## src/s2pr_pkg.sv

```systemverilog
package s2pr_pkg;
    localparam int FRAME_BITS = 30;
    localparam int PARITY_POS = 27;
    localparam int PIXEL_BITS = 24;
    localparam int PIX_LSB = 3;
    localparam int VS_POS = 2;
    localparam int HS_POS = 1;
    localparam int DE_POS = 0;

    localparam logic [1:0] SINGLE_LANE_MODE = 2'h0;
    localparam logic [1:0] DUAL_LANE_MODE = 2'h1;
    localparam logic [1:0] TRIPLE_LANE_MODE = 2'h2;
    localparam logic [1:0] LANES_RESERVED = 2'h3;

    localparam logic [4:0] BITS_SINGLE = 5'h1e;
    localparam logic [4:0] BITS_DUAL = 5'h0f;
    localparam logic [4:0] BITS_TRIPLE = 5'h0a;

    localparam logic [6:0] CLK_LOSS_CYCLES = 7'h40;
    localparam logic [3:0] LOCK_PERIODS = 4'h8;
    localparam logic [23:0] IDLE_PIXEL = 24'hffffff;

    localparam logic [7:0] ADDR_CTRL = 8'h00;
    localparam logic [7:0] ADDR_STATUS = 8'h04;
    localparam logic [7:0] ADDR_INT_STATUS = 8'h08;
    localparam logic [7:0] ADDR_INT_ENABLE = 8'h0c;
    localparam logic [7:0] ADDR_INT_CLEAR = 8'h10;
    localparam logic [7:0] ADDR_PERR_COUNT = 8'h14;

    localparam int CTRL_EN_BIT = 0;
    localparam int INT_W = 3;
    localparam int INT_PERR = 0;
    localparam int INT_LOCK = 1;
    localparam int INT_LOST = 2;
    localparam logic CTRL_EN_RESET = 1'b1;

    typedef enum logic [1:0] {
        S2PR_STANDBY = 2'b00,
        S2PR_ACQUIRE = 2'b01,
        S2PR_RECEIVE = 2'b11,
        S2PR_SHUTDOWN = 2'b10
    } s2pr_state_e;
endpackage

```

## src/s2pr_receiver.sv

```systemverilog
// Summary of operation
// - two lane-select pins choose one, two or three serial data lanes.
// - low receiver enable puts the receiver into shutdown.
// - forwarded clock going quiet drops the receiver into standby by itself.
// - receiver locks to forwarded clock and runs one bit slot per lane bit.
// - serial lane bits are shifted into a frame shift register.
// - deserialized word drives the bus; pixel clock is the bit clock divided.
// - without forwarded clock: pixel clock, enable and parity error low; pixel bus and syncs high.
// - swap pin reverses the 24 pixel bits; syncs and enable stay put.
// - select 00 one lane/30 bits, 01 two/15, 10 three/10, 11 reserved.
// - odd parity over 27 bits; error pulses half pixel clock, word held.
// - in shutdown lane inputs are ignored and the idle pattern is shown.
// - idle pattern shown while acquiring lock; data only after lock.
`timescale 1ns/1ps
`default_nettype none
module s2pr_receiver
    import s2pr_pkg::*;
#(
    parameter int ADDR_W = 8
) (
    input wire logic pclk,
    input wire logic presetn,
    input wire logic psel,
    input wire logic penable,
    input wire logic pwrite,
    input wire logic [ADDR_W-1:0] paddr,
    input wire logic [31:0] pwdata,
    output logic [31:0] prdata,
    output logic pready,
    output logic pslverr,
    input wire logic receiver_enable_pin,
    input wire logic lane_select_low,
    input wire logic lane_select_high,
    input wire logic bus_swap,
    input wire logic forwarded_clock,
    input wire logic serial_lane_0,
    input wire logic serial_lane_1,
    input wire logic serial_lane_2,
    output logic [PIXEL_BITS-1:0] pixel_out,
    output logic vertical_sync,
    output logic horizontal_sync,
    output logic display_enable,
    output logic pixel_clk_out,
    output logic parity_error_out,
    output logic irq
);
    function automatic logic [4:0] lane_period(input logic [1:0] sel);
        case (sel)
            SINGLE_LANE_MODE: lane_period = BITS_SINGLE;
            DUAL_LANE_MODE: lane_period = BITS_DUAL;
            TRIPLE_LANE_MODE: lane_period = BITS_TRIPLE;
            default: lane_period = BITS_SINGLE;
        endcase
    endfunction

    function automatic logic [PIXEL_BITS-1:0] order_pixels(input logic [PIXEL_BITS-1:0] p,
                                                         input logic swap);
        order_pixels = p;
        if (swap) begin
            for (int i = 0; i < PIXEL_BITS; i++) begin
                order_pixels[i] = p[PIXEL_BITS-1-i];
            end
        end
    endfunction

    s2pr_state_e state, next_state;
    logic [1:0] lane_sel;
    logic [4:0] bpl;
    logic [6:0] half;
    logic fwd_clk_q;
    logic rise;
    logic [6:0] gap_cnt, next_gap;
    logic next_present;
    logic period_ok;
    logic [3:0] lock_cnt, next_lock;
    logic ctrl_en;
    logic sys_en;
    logic [FRAME_BITS-1:0] frame_sr;
    logic word_done;
    logic parity_good;
    logic next_high;
    logic [PIXEL_BITS-1:0] rx_pixel;
    logic [INT_W-1:0] int_status, int_enable, int_events, int_clear;
    logic [15:0] perr_count;
    logic wr_en;
    logic setup;

    assign lane_sel = {lane_select_high, lane_select_low};
    assign bpl = lane_period(lane_sel);
    assign half = {3'h0, bpl[4:1]};
    assign sys_en = receiver_enable_pin & ctrl_en;
    assign rise = forwarded_clock & ~fwd_clk_q;

    // edge spacing tells us the clock is present and at the lane rate
    assign next_gap = rise ? 7'h0 : (gap_cnt == CLK_LOSS_CYCLES ? gap_cnt : gap_cnt + 7'h1);
    assign next_present = next_gap < CLK_LOSS_CYCLES;
    assign period_ok = rise && (gap_cnt == {2'h0, bpl - 5'h1});

    always_comb begin
        next_lock = lock_cnt;
        if (!sys_en || !next_present || lane_sel == LANES_RESERVED) begin
            next_lock = 4'h0;
        end else if (rise) begin
            // one bad period restarts acquisition, so a mode change relocks
            if (!period_ok) begin
                next_lock = 4'h0;
            end else if (lock_cnt != LOCK_PERIODS) begin
                next_lock = lock_cnt + 4'h1;
            end
        end
    end

    always_comb begin
        if (!sys_en) begin
            next_state = S2PR_SHUTDOWN;
        end else if (lane_sel == LANES_RESERVED || !next_present) begin
            next_state = S2PR_STANDBY;
        end else if (next_lock == LOCK_PERIODS) begin
            next_state = S2PR_RECEIVE;
        end else begin
            next_state = S2PR_ACQUIRE;
        end
    end

    always_ff @(posedge pclk or negedge presetn) begin
        if (!presetn) begin
            state <= S2PR_STANDBY;
            lock_cnt <= 4'h0;
            gap_cnt <= CLK_LOSS_CYCLES;
            // released clock idles high; a low value here would fake a rise
            fwd_clk_q <= 1'b1;
        end else begin
            state <= next_state;
            lock_cnt <= next_lock;
            gap_cnt <= next_gap;
            fwd_clk_q <= forwarded_clock;
        end
    end

    // lanes are only looked at while the recovery is running
    always_ff @(posedge pclk or negedge presetn) begin
        if (!presetn) begin
            frame_sr <= '0;
        end else if (state == S2PR_ACQUIRE || state == S2PR_RECEIVE) begin
            case (lane_sel)
                SINGLE_LANE_MODE: frame_sr <= {frame_sr[28:0], serial_lane_0};
                DUAL_LANE_MODE: frame_sr <= {frame_sr[27:0], serial_lane_0, serial_lane_1};
                TRIPLE_LANE_MODE: frame_sr <= {frame_sr[26:0], serial_lane_0, serial_lane_1,
                                               serial_lane_2};
                default: frame_sr <= frame_sr;
            endcase
        end
    end

    // a frame is the bits sampled from one clock rise up to the next
    assign word_done = rise && state == S2PR_RECEIVE;
    assign parity_good = ^frame_sr[PARITY_POS:0];
    // pulse starts only at a frame rise, so no stub pulse right after lock
    assign next_high = rise || (pixel_clk_out && half > gap_cnt + 7'h1);
    assign rx_pixel = order_pixels(frame_sr[PIX_LSB+PIXEL_BITS-1:PIX_LSB], bus_swap);

    always_ff @(posedge pclk or negedge presetn) begin
        if (!presetn) begin
            pixel_out <= IDLE_PIXEL;
            vertical_sync <= 1'b1;
            horizontal_sync <= 1'b1;
            display_enable <= 1'b0;
        end else if (state != S2PR_RECEIVE) begin
            pixel_out <= IDLE_PIXEL;
            vertical_sync <= 1'b1;
            horizontal_sync <= 1'b1;
            display_enable <= 1'b0;
        end else if (word_done && parity_good) begin
            pixel_out <= rx_pixel;
            vertical_sync <= frame_sr[VS_POS];
            horizontal_sync <= frame_sr[HS_POS];
            display_enable <= frame_sr[DE_POS];
        end
    end

    always_ff @(posedge pclk or negedge presetn) begin
        if (!presetn) begin
            pixel_clk_out <= 1'b0;
            parity_error_out <= 1'b0;
        end else begin
            pixel_clk_out <= state == S2PR_RECEIVE && next_high;
            // error pulse shares the high half of the pixel clock
            parity_error_out <= state == S2PR_RECEIVE && next_high &&
                                (rise ? !parity_good : parity_error_out);
        end
    end

    // register slave: zero wait states, read data captured in setup
    assign pready = 1'b1;
    assign setup = psel && !penable;
    assign wr_en = psel && penable && pwrite;
    assign int_clear = (wr_en && paddr == ADDR_INT_CLEAR) ? pwdata[INT_W-1:0] : '0;
    assign int_events = {state == S2PR_RECEIVE && next_state != S2PR_RECEIVE,
                         state != S2PR_RECEIVE && next_state == S2PR_RECEIVE,
                         word_done && !parity_good};

    always_ff @(posedge pclk or negedge presetn) begin
        if (!presetn) begin
            ctrl_en <= CTRL_EN_RESET;
            int_enable <= '0;
        end else if (wr_en && paddr == ADDR_CTRL) begin
            ctrl_en <= pwdata[CTRL_EN_BIT];
        end else if (wr_en && paddr == ADDR_INT_ENABLE) begin
            int_enable <= pwdata[INT_W-1:0];
        end
    end

    always_ff @(posedge pclk or negedge presetn) begin
        if (!presetn) begin
            int_status <= '0;
            perr_count <= 16'h0;
        end else begin
            // a new event wins over a clear in the same cycle
            int_status <= (int_status & ~int_clear) | int_events;
            if (int_events[INT_PERR]) begin
                perr_count <= perr_count + 16'h1;
            end
        end
    end

    always_ff @(posedge pclk or negedge presetn) begin
        if (!presetn) begin
            prdata <= 32'h0;
            pslverr <= 1'b0;
        end else if (setup) begin
            pslverr <= 1'b0;
            case (paddr)
                ADDR_CTRL: prdata <= {31'h0, ctrl_en};
                ADDR_STATUS: prdata <= {27'h0, bus_swap, lane_sel, state};
                ADDR_INT_STATUS: prdata <= {29'h0, int_status};
                ADDR_INT_ENABLE: prdata <= {29'h0, int_enable};
                ADDR_INT_CLEAR: prdata <= 32'h0;
                ADDR_PERR_COUNT: prdata <= {16'h0, perr_count};
                default: begin
                    prdata <= 32'h0;
                    pslverr <= 1'b1;
                end
            endcase
        end
    end

    assign irq = |(int_status & int_enable);

    // helper for the width check; a count keeps the property short
    logic [6:0] pck_high;
    always_ff @(posedge pclk or negedge presetn) begin
        if (!presetn) begin
            pck_high <= 7'h0;
        end else begin
            pck_high <= pixel_clk_out ? pck_high + 7'h1 : 7'h0;
        end
    end
endmodule // s2pr_receiver
`default_nettype wire

```

## config.mk

```make
export PLATFORM = sky130hd
export DESIGN_NAME = s2pr_receiver
export DESIGN_NICKNAME = d
export VERILOG_FILES = /design/src/s2pr_pkg.sv /design/src/s2pr_receiver.sv
export SDC_FILE = /design/constraint.sdc
export NUM_CORES = 1
export LEC_CHECK = 0
export BUFFER_PORTS_ARGS = -buffer_cell sky130_fd_sc_hd__buf_2
export CORE_ASPECT_RATIO = 1.25
export CORE_MARGIN = 4
export CORE_UTILIZATION = 56
export CTS_CLUSTER_DIAMETER = 60
export DETAILED_ROUTE_END_ITERATION = 8
export GPL_TIMING_DRIVEN = 0
export MAX_ROUTING_LAYER = met4
export PLACE_DENSITY = 0.79
export REMOVE_ABC_BUFFERS = 1
export SLEW_MARGIN = 20
export SYNTH_ARGS = -nofsm -noshare
export SYNTH_HDL_FRONTEND = slang
export SYNTH_SLANG_ARGS = --single-unit
```

## constraint.sdc

```tcl
create_clock -name pclk -period 2.54 [get_ports pclk]
set_clock_uncertainty 0.05 [all_clocks]
set_input_delay 0.508 -clock pclk [delete_from_list [all_inputs] [get_ports pclk]]
set_output_delay 0.508 -clock pclk [all_outputs]
set_load 0.05 [all_outputs]
```

# Word-level counts from Yosys, hierarchy flattened
# Index checks and enable logic that the tools add are counted.
word_totals:
  inputBits: 53
  out_inout_bits: 64
  word_cells: 105
  reg_bits: 127
op_classes:
  reduce_logical: 33
  magnitude_cmp: 2
  mux: 24
  bitwise: 8
  eq_ne: 17
  n_addsub: 4
ops:
  columns: ["op", "n"]
  rows:
  - ["one-hot mux 28 bit (3 select lines)", 1]
  - ["one-hot mux 16 bit (5 select lines)", 1]
  - ["2-to-1 mux 24 bit", 3]
  - ["XOR reduction 28 bit", 1]
  - ["adder 16 x 1 -> 16 bit (second input constant)", 1]
  - ["== test 8 x 4 -> 1 bit (second input constant)", 2]
  - ["== test 8 x 5 -> 1 bit (second input constant)", 2]
  - ["2-to-1 mux 4 bit", 4]
  - ["logical AND 1 bit", 15]
  - ["2-to-1 mux 7 bit", 2]
  - ["one-hot mux 5 bit (2 select lines)", 1]
  - ["== test 2 bit (second input constant)", 4]
  - ["== test 8 x 3 -> 1 bit (second input constant)", 1]
  - ["zero test 8 bit", 1]
  - ["2-to-1 mux 1 bit", 8]
  - ["adder 7 x 1 -> 7 bit (second input constant)", 1]
  - ["== test 7 x 5 -> 1 bit", 1]
  - ["== test 7 bit (second input constant)", 1]
  - ["> comparator 4 x 7 -> 1 bit", 1]
  - ["less-than comparator 7 bit (second input constant)", 1]
  - ["bitwise AND 3 bit", 2]
  - ["2-to-1 mux 2 bit", 3]
  - ["OR reduction 6 bit", 1]
  - ["logical OR 1 bit", 5]
  - ["other kinds (17)", 25]

# Logic depth before layout (Yosys ltp)
logic_depth:
  word_depth: 15
  depth_mapped: 10

# Worst setup path after synthesis
# Ideal clock, no wire load.
synth_path:
  path_kind: "input to register"
  startpoint: "input port lane_select_high"
  endpoint: "register int_status[2]"
  setup_slack_ns: 0.061
  n_path_buf: 0
  path_stages: 8
  t_arrival_ns: 2.308
  t_required_ns: 2.369
  path_cell_list: "inv_1 ha_1 or3b_4 a2111oi_4 nand3_2 o311ai_4 nand4_2 a22o_1"
synth_via:
  elab_chain_len: 15
  word_cells_on_any_way: 19
  classes_between: "1 x add/sub; 6 x eq/ne; 7 x mux; 1 x bitwise; 4 x reduce/logical"
synth_lines:
  columns: ["element", "line", "rtl"]
  rows:
  - ["start, declared", "s2pr_receiver.sv:33", "input wire logic lane_select_high,"]
  - ["== test 2 bit / == test 2 x 1 -> 1 bit (equally long branches)", "s2pr_receiver.sv:48", "case (sel)"]
  - ["one-hot mux 5 bit (2 select lines)", "s2pr_receiver.sv:48", null]
  - ["subtractor 5 x 1 -> 5 bit", "s2pr_receiver.sv:97", "assign period_ok = rise && (gap_cnt == {2'h0, bpl - 5'h1});"]
  - ["== test 7 x 5 -> 1 bit", "s2pr_receiver.sv:97", null]
  - ["logical AND 1 bit", "s2pr_receiver.sv:97", null]
  - ["2-to-1 mux 4 bit", "s2pr_receiver.sv:105", "if (!period_ok) begin"]
  - ["2-to-1 mux 4 bit", "s2pr_receiver.sv:103", "end else if (rise) begin"]
  - ["2-to-1 mux 4 bit", "s2pr_receiver.sv:101", "if (!sys_en || !next_present || lane_sel == LANES_RESERVED) begin"]
  - ["== test 4 bit", "s2pr_receiver.sv:118", "end else if (next_lock == LOCK_PERIODS) begin"]
  - ["2-to-1 mux 2 bit", "s2pr_receiver.sv:118", null]
  - ["2-to-1 mux 2 bit (*)", "s2pr_receiver.sv:116", "end else if (lane_sel == LANES_RESERVED || !next_present) begin"]
  - ["2-to-1 mux 2 bit (*)", "s2pr_receiver.sv:114", "if (!sys_en) begin"]
  - ["!= test 2 bit (*)", "s2pr_receiver.sv:198", "assign int_events = {state == S2PR_RECEIVE && next_state != S2PR_RECEIVE,"]
  - ["logical AND 1 bit (*)", "s2pr_receiver.sv:198", null]
  - ["OR 3 bit (*)", "s2pr_receiver.sv:219", "int_status <= (int_status & ~int_clear) | int_events;"]
  - ["end signal, assigned", "s2pr_receiver.sv:219", null]
  - ["end, declared", "s2pr_receiver.sv:83", "logic [INT_W-1:0] int_status, int_enable, int_events, int_clear;"]
# Mark *: on every way between the ends. The rest lies on a longest branch, timed or not.
# A chain may end at the register's enable or synchronous reset.

# Final worst setup path
layout_path:
  startpoint: "register frame_sr[16]"
  endpoint: "register pixel_out[14]"
layout_via:
  elab_chain_len: 3
layout_lines:
  columns: ["element", "line", "rtl"]
  rows:
  - ["start, declared", "s2pr_receiver.sv:78", "logic [FRAME_BITS-1:0] frame_sr;"]
  - ["start signal, assigned", "s2pr_receiver.sv:146", "SINGLE_LANE_MODE: frame_sr <= {frame_sr[28:0], serial_lane_0};"]
  - ["start signal, assigned", "s2pr_receiver.sv:147", "DUAL_LANE_MODE: frame_sr <= {frame_sr[27:0], serial_lane_0, serial_lane_1};"]
  - ["start signal, assigned", "s2pr_receiver.sv:148", "TRIPLE_LANE_MODE: frame_sr <= {frame_sr[26:0], serial_lane_0, serial_lane_1,"]
  - ["XOR reduction 28 bit", "s2pr_receiver.sv:157", "assign parity_good = ^frame_sr[PARITY_POS:0];"]
  - ["logical AND 1 bit", "s2pr_receiver.sv:173", "end else if (word_done && parity_good) begin"]
  - ["nonzero test 2 bit (no source line)", null, null]
  - ["end signal, assigned", "s2pr_receiver.sv:174", "pixel_out <= rx_pixel;"]
  - ["end, declared", "s2pr_receiver.sv:39", "output logic [PIXEL_BITS-1:0] pixel_out,"]
# No other way between the ends.

==> metrics.md <==
| Metric | Value |
|---|---|
| Mapped Area | 6300 µm² |
| Vias per Instance | 6.04 |
| Non-filler instance count after layout | 801 |
| Clock transition at the registers of the reported paths | 0.08 ns |
| Slew headroom | 0.302 |
| Critical Path AT | 2.70 ns |
| DPL Wire Length | 9140 µm |
| Cell row count | 43 |
| Post-synthesis compound-gate area fraction | 0.198 |
| Final Cycle Share | 0.973 |
| # IOs | 117 |
| Worst path required time | 2.77 ns |
| Initial DRC count | 318 |
| Final setup vio count | 0 |
| EDFF count, synth | 0 |
| Flops & latches, synth | 111 |
| Ys flop type | dfrtp_1 |
| Final net count | 726 |
| CTS Buf Count | 9 |
| Initial Utilization | 0.571 |
| Peak fanout along the critical path | 11 |
| CP Capture Type | flip-flop |
| Chip Height | 127 µm |
| Critical R2R Launch | frame_sr[16] |
| Clock latency on the worst-skew pair | 0.35 ns |
| Synth async-reset ratio | 1.00 |
| Actual slew at the worst max-slew pin | 1.05 ns |
| Status | completed |
| Post-DRT Antenna Nets | 0 |
| Synth Area in XOR/XNOR | 0.0739 |
| FF-to-FF setup slack | 0.07 ns |
| Avg WL per Cell | 17.7 µm |
| Vias in the first global route | 4,763 |
| Die area | 13,000 µm² |
| Sink Count | 111 |
| Mapped Cells | 620 |
| Die X | 103 µm |
| First-pass GRT wire length | 23,800 µm |
| Pre-Repair DR Iteration Count | 5 |
| Total power | 0.00372 W |
| Longest Clk Path Bufs | 2 |
| # diodes | 0 |
| Fmax | 405 MHz |
| Fin Hold WS | 0.00532 ns |
| VDD IR max | 0.000323 V |
| Synthesis Warnings | 0 |
| Worst min path class | primary input to asynchronous set/reset pin |
| # DRC | 0 |
| Crit path time final | 2.47 ns |
| Core region area | 11,000 µm² |
| DR vias | 4,835 |
| Synth cell types | 61 |
| Post-synth top area share | 0.326 |
| Overall overflow remaining after global route | 0 |
| Final slew viol count | 0 |
| Sequential area share after synthesis | 0.447 |
| Initial antenna violation count | 0 |
| Routability congestion estimate | 0.927 |
| CTS tree | built |
| Hold Vio Cnt, Final | 0 |
| Post-synthesis simple-gate area fraction | 0.125 |
| Mux cell area share after synthesis | 0.0556 |
| Root Buffer | clkbuf_16 |
| Largest net degree at the start of global routing | 72 |
| RSZ-0062 raised after global routing | true |
| Port bufs | 70 |
| Commonest cells post-synth | 82 x dfrtp_1, 54 x nand2_1, 49 x nor2_1 |
| Final WL | 14,100 µm |
| CTS H-tree depth | 3 |
| Reg2reg end | pixel_out[14] |
| R2R cell count | 7 |
| Syn Area/Cell | 10.2 µm² |
| Placed cells | 767 |
| Layout cell share with drive strength beyond 1 | 0.293 |
| Synth-to-Final Area Change | 13.2% |
| CP Launch Type | flip-flop |
| Pwr Density | 522 nW/µm² |
| Most frequent cell after synthesis | dfrtp_1 |
| Total GRT Usage | 0.234 |
| Finished Core Util | 0.646 |
| Combinational family with the most area after synthesis | compound AO/OA/AOI/OAI gates |
| Largest area contributor in the netlist | dfrtp_1 |
| Synth top area cells | dfrtp_1 33%, dfstp_2 12%, xnor2_1 5.4%, a2bb2oi_2 4.8%, mux2i_1 4.6% |
| Worst Path Class, Setup | flip-flop to flip-flop |
| Leak | 3.01 nW |
| Adder-cell share of the synthesized area | 0.0254 |
| Max-Cap Viols | 0 |
==> per-layer routing <==
metal | vias up | global-route usage | routed length [µm]
met5 | - | - | 0
met4 | 0 | 0.0899 | 322
met3 | 27 | 0.0363 | 753
met2 | 167 | 0.372 | 7320
met1 | 2395 | 0.301 | 5750
li1 | 2246 | - | -
==> worst max-delay path by stage <==
stage,to,slack [ns],cells after the start,start
after detailed placement,display_enable,-0.58,6,frame_sr[9]
after global placement,int_status[2],-1.42,9,lane_select_low
after floorplan,int_status[2],-0.75,8,lane_select_low
after CTS,pixel_out[14],0.006,7,frame_sr[19]
final,pixel_out[14],0.07,7,frame_sr[16]
after global routing,parity_error_out,-0.07,8,gap_cnt[2]
==> logic make-up (layout without fill, tap and decap cells) <==
family,Yosys count,count (layout)
AO/OA/AOI/OAI,158,159
XOR/XNOR,49,50
adder cells (fa/ha/maj),13,13
buffers and inverters,89,117
flip-flops,111,111
multiplexers,34,34
other,2,17
AND/OR/NAND/NOR,164,165
==> repair_timing <==
item	in CTS	in global routing
gates cloned	3	0
buffers inserted	8	7
resized for setup	6	18
pin swaps	4	5
endpoints found under the setup margin	30	32
hold buffers	0	0
==> power by group <==
part	total, W	switching [W]	internal, W
registers	0.00187	0.0000617	0.00181
clock network	0.00138	0.000670	0.000709
logic	0.000473	0.000312	0.000161
==> sequential cells by signal (all words and copies together) (netlist names), 2 cells and up <==
register    count
int_status      3
pixel_out      24
int_enable      3
perr_count     16
lock_cnt        4
state           2
frame_sr       28
prdata         16
gap_cnt         7
==> critical path, stage by stage (launching register included) <==
cell and delay [ns]:
dfrtp_1 0.46, xnor2_1 0.23, xnor2_1 0.12, xnor2_1 0.27, xnor3_4 0.64, o21ai_4 0.25
buf_12 0.19, a2bb2oi_1 0.18
==> cell usage in the layout (no fill, tap or decap), types with 4 or more instances in the layout <==
cell type	synthesis	final
a22oi_1	28	28
nand2b_1	7	6
and3_1	9	9
nand2_1	54	54
buf_2	18	70
ha_1	12	11
buf_4	21	11
buf_12	0	5
nor2_1	49	49
dfrtp_2	0	11
dfstp_2	29	29
dfrtp_1	82	71
nand3_1	16	16
a2bb2oi_2	20	20
nand4_1	8	8
a22o_1	14	14
xnor2_1	39	32
o21ai_0	38	37
mux2i_1	29	29
conb_1	2	17
clkbuf_16	0	9
inv_1	12	12
mux2_2	4	4
xor2_1	7	6
a21oi_1	34	34
a2bb2oi_1	4	4
xnor2_2	0	7
==> final cells by class <==
cell class	instances	area, µm²
inverter	12	45.0
sequential	111	2830
tap	135	169
clock inverter	6	50.0
timing repair buffer	89	599
clock buffer	10	239
multi-input combinational	438	3200
fill	832	3900
==> through the flow <==
step                instance area (µm²)  setup WS, ns  TNS (ns)
floorplan                          5930        -0.751     -5.11
global placement                   6450         -1.42    -51.78
detailed placement                 6550        -0.576    -12.13
CTS                                7000       0.00610         0
global route                       7130       -0.0701    -0.311
finish                             7130        0.0681         0
Note: power is estimated with default switching activity, not from simulation.
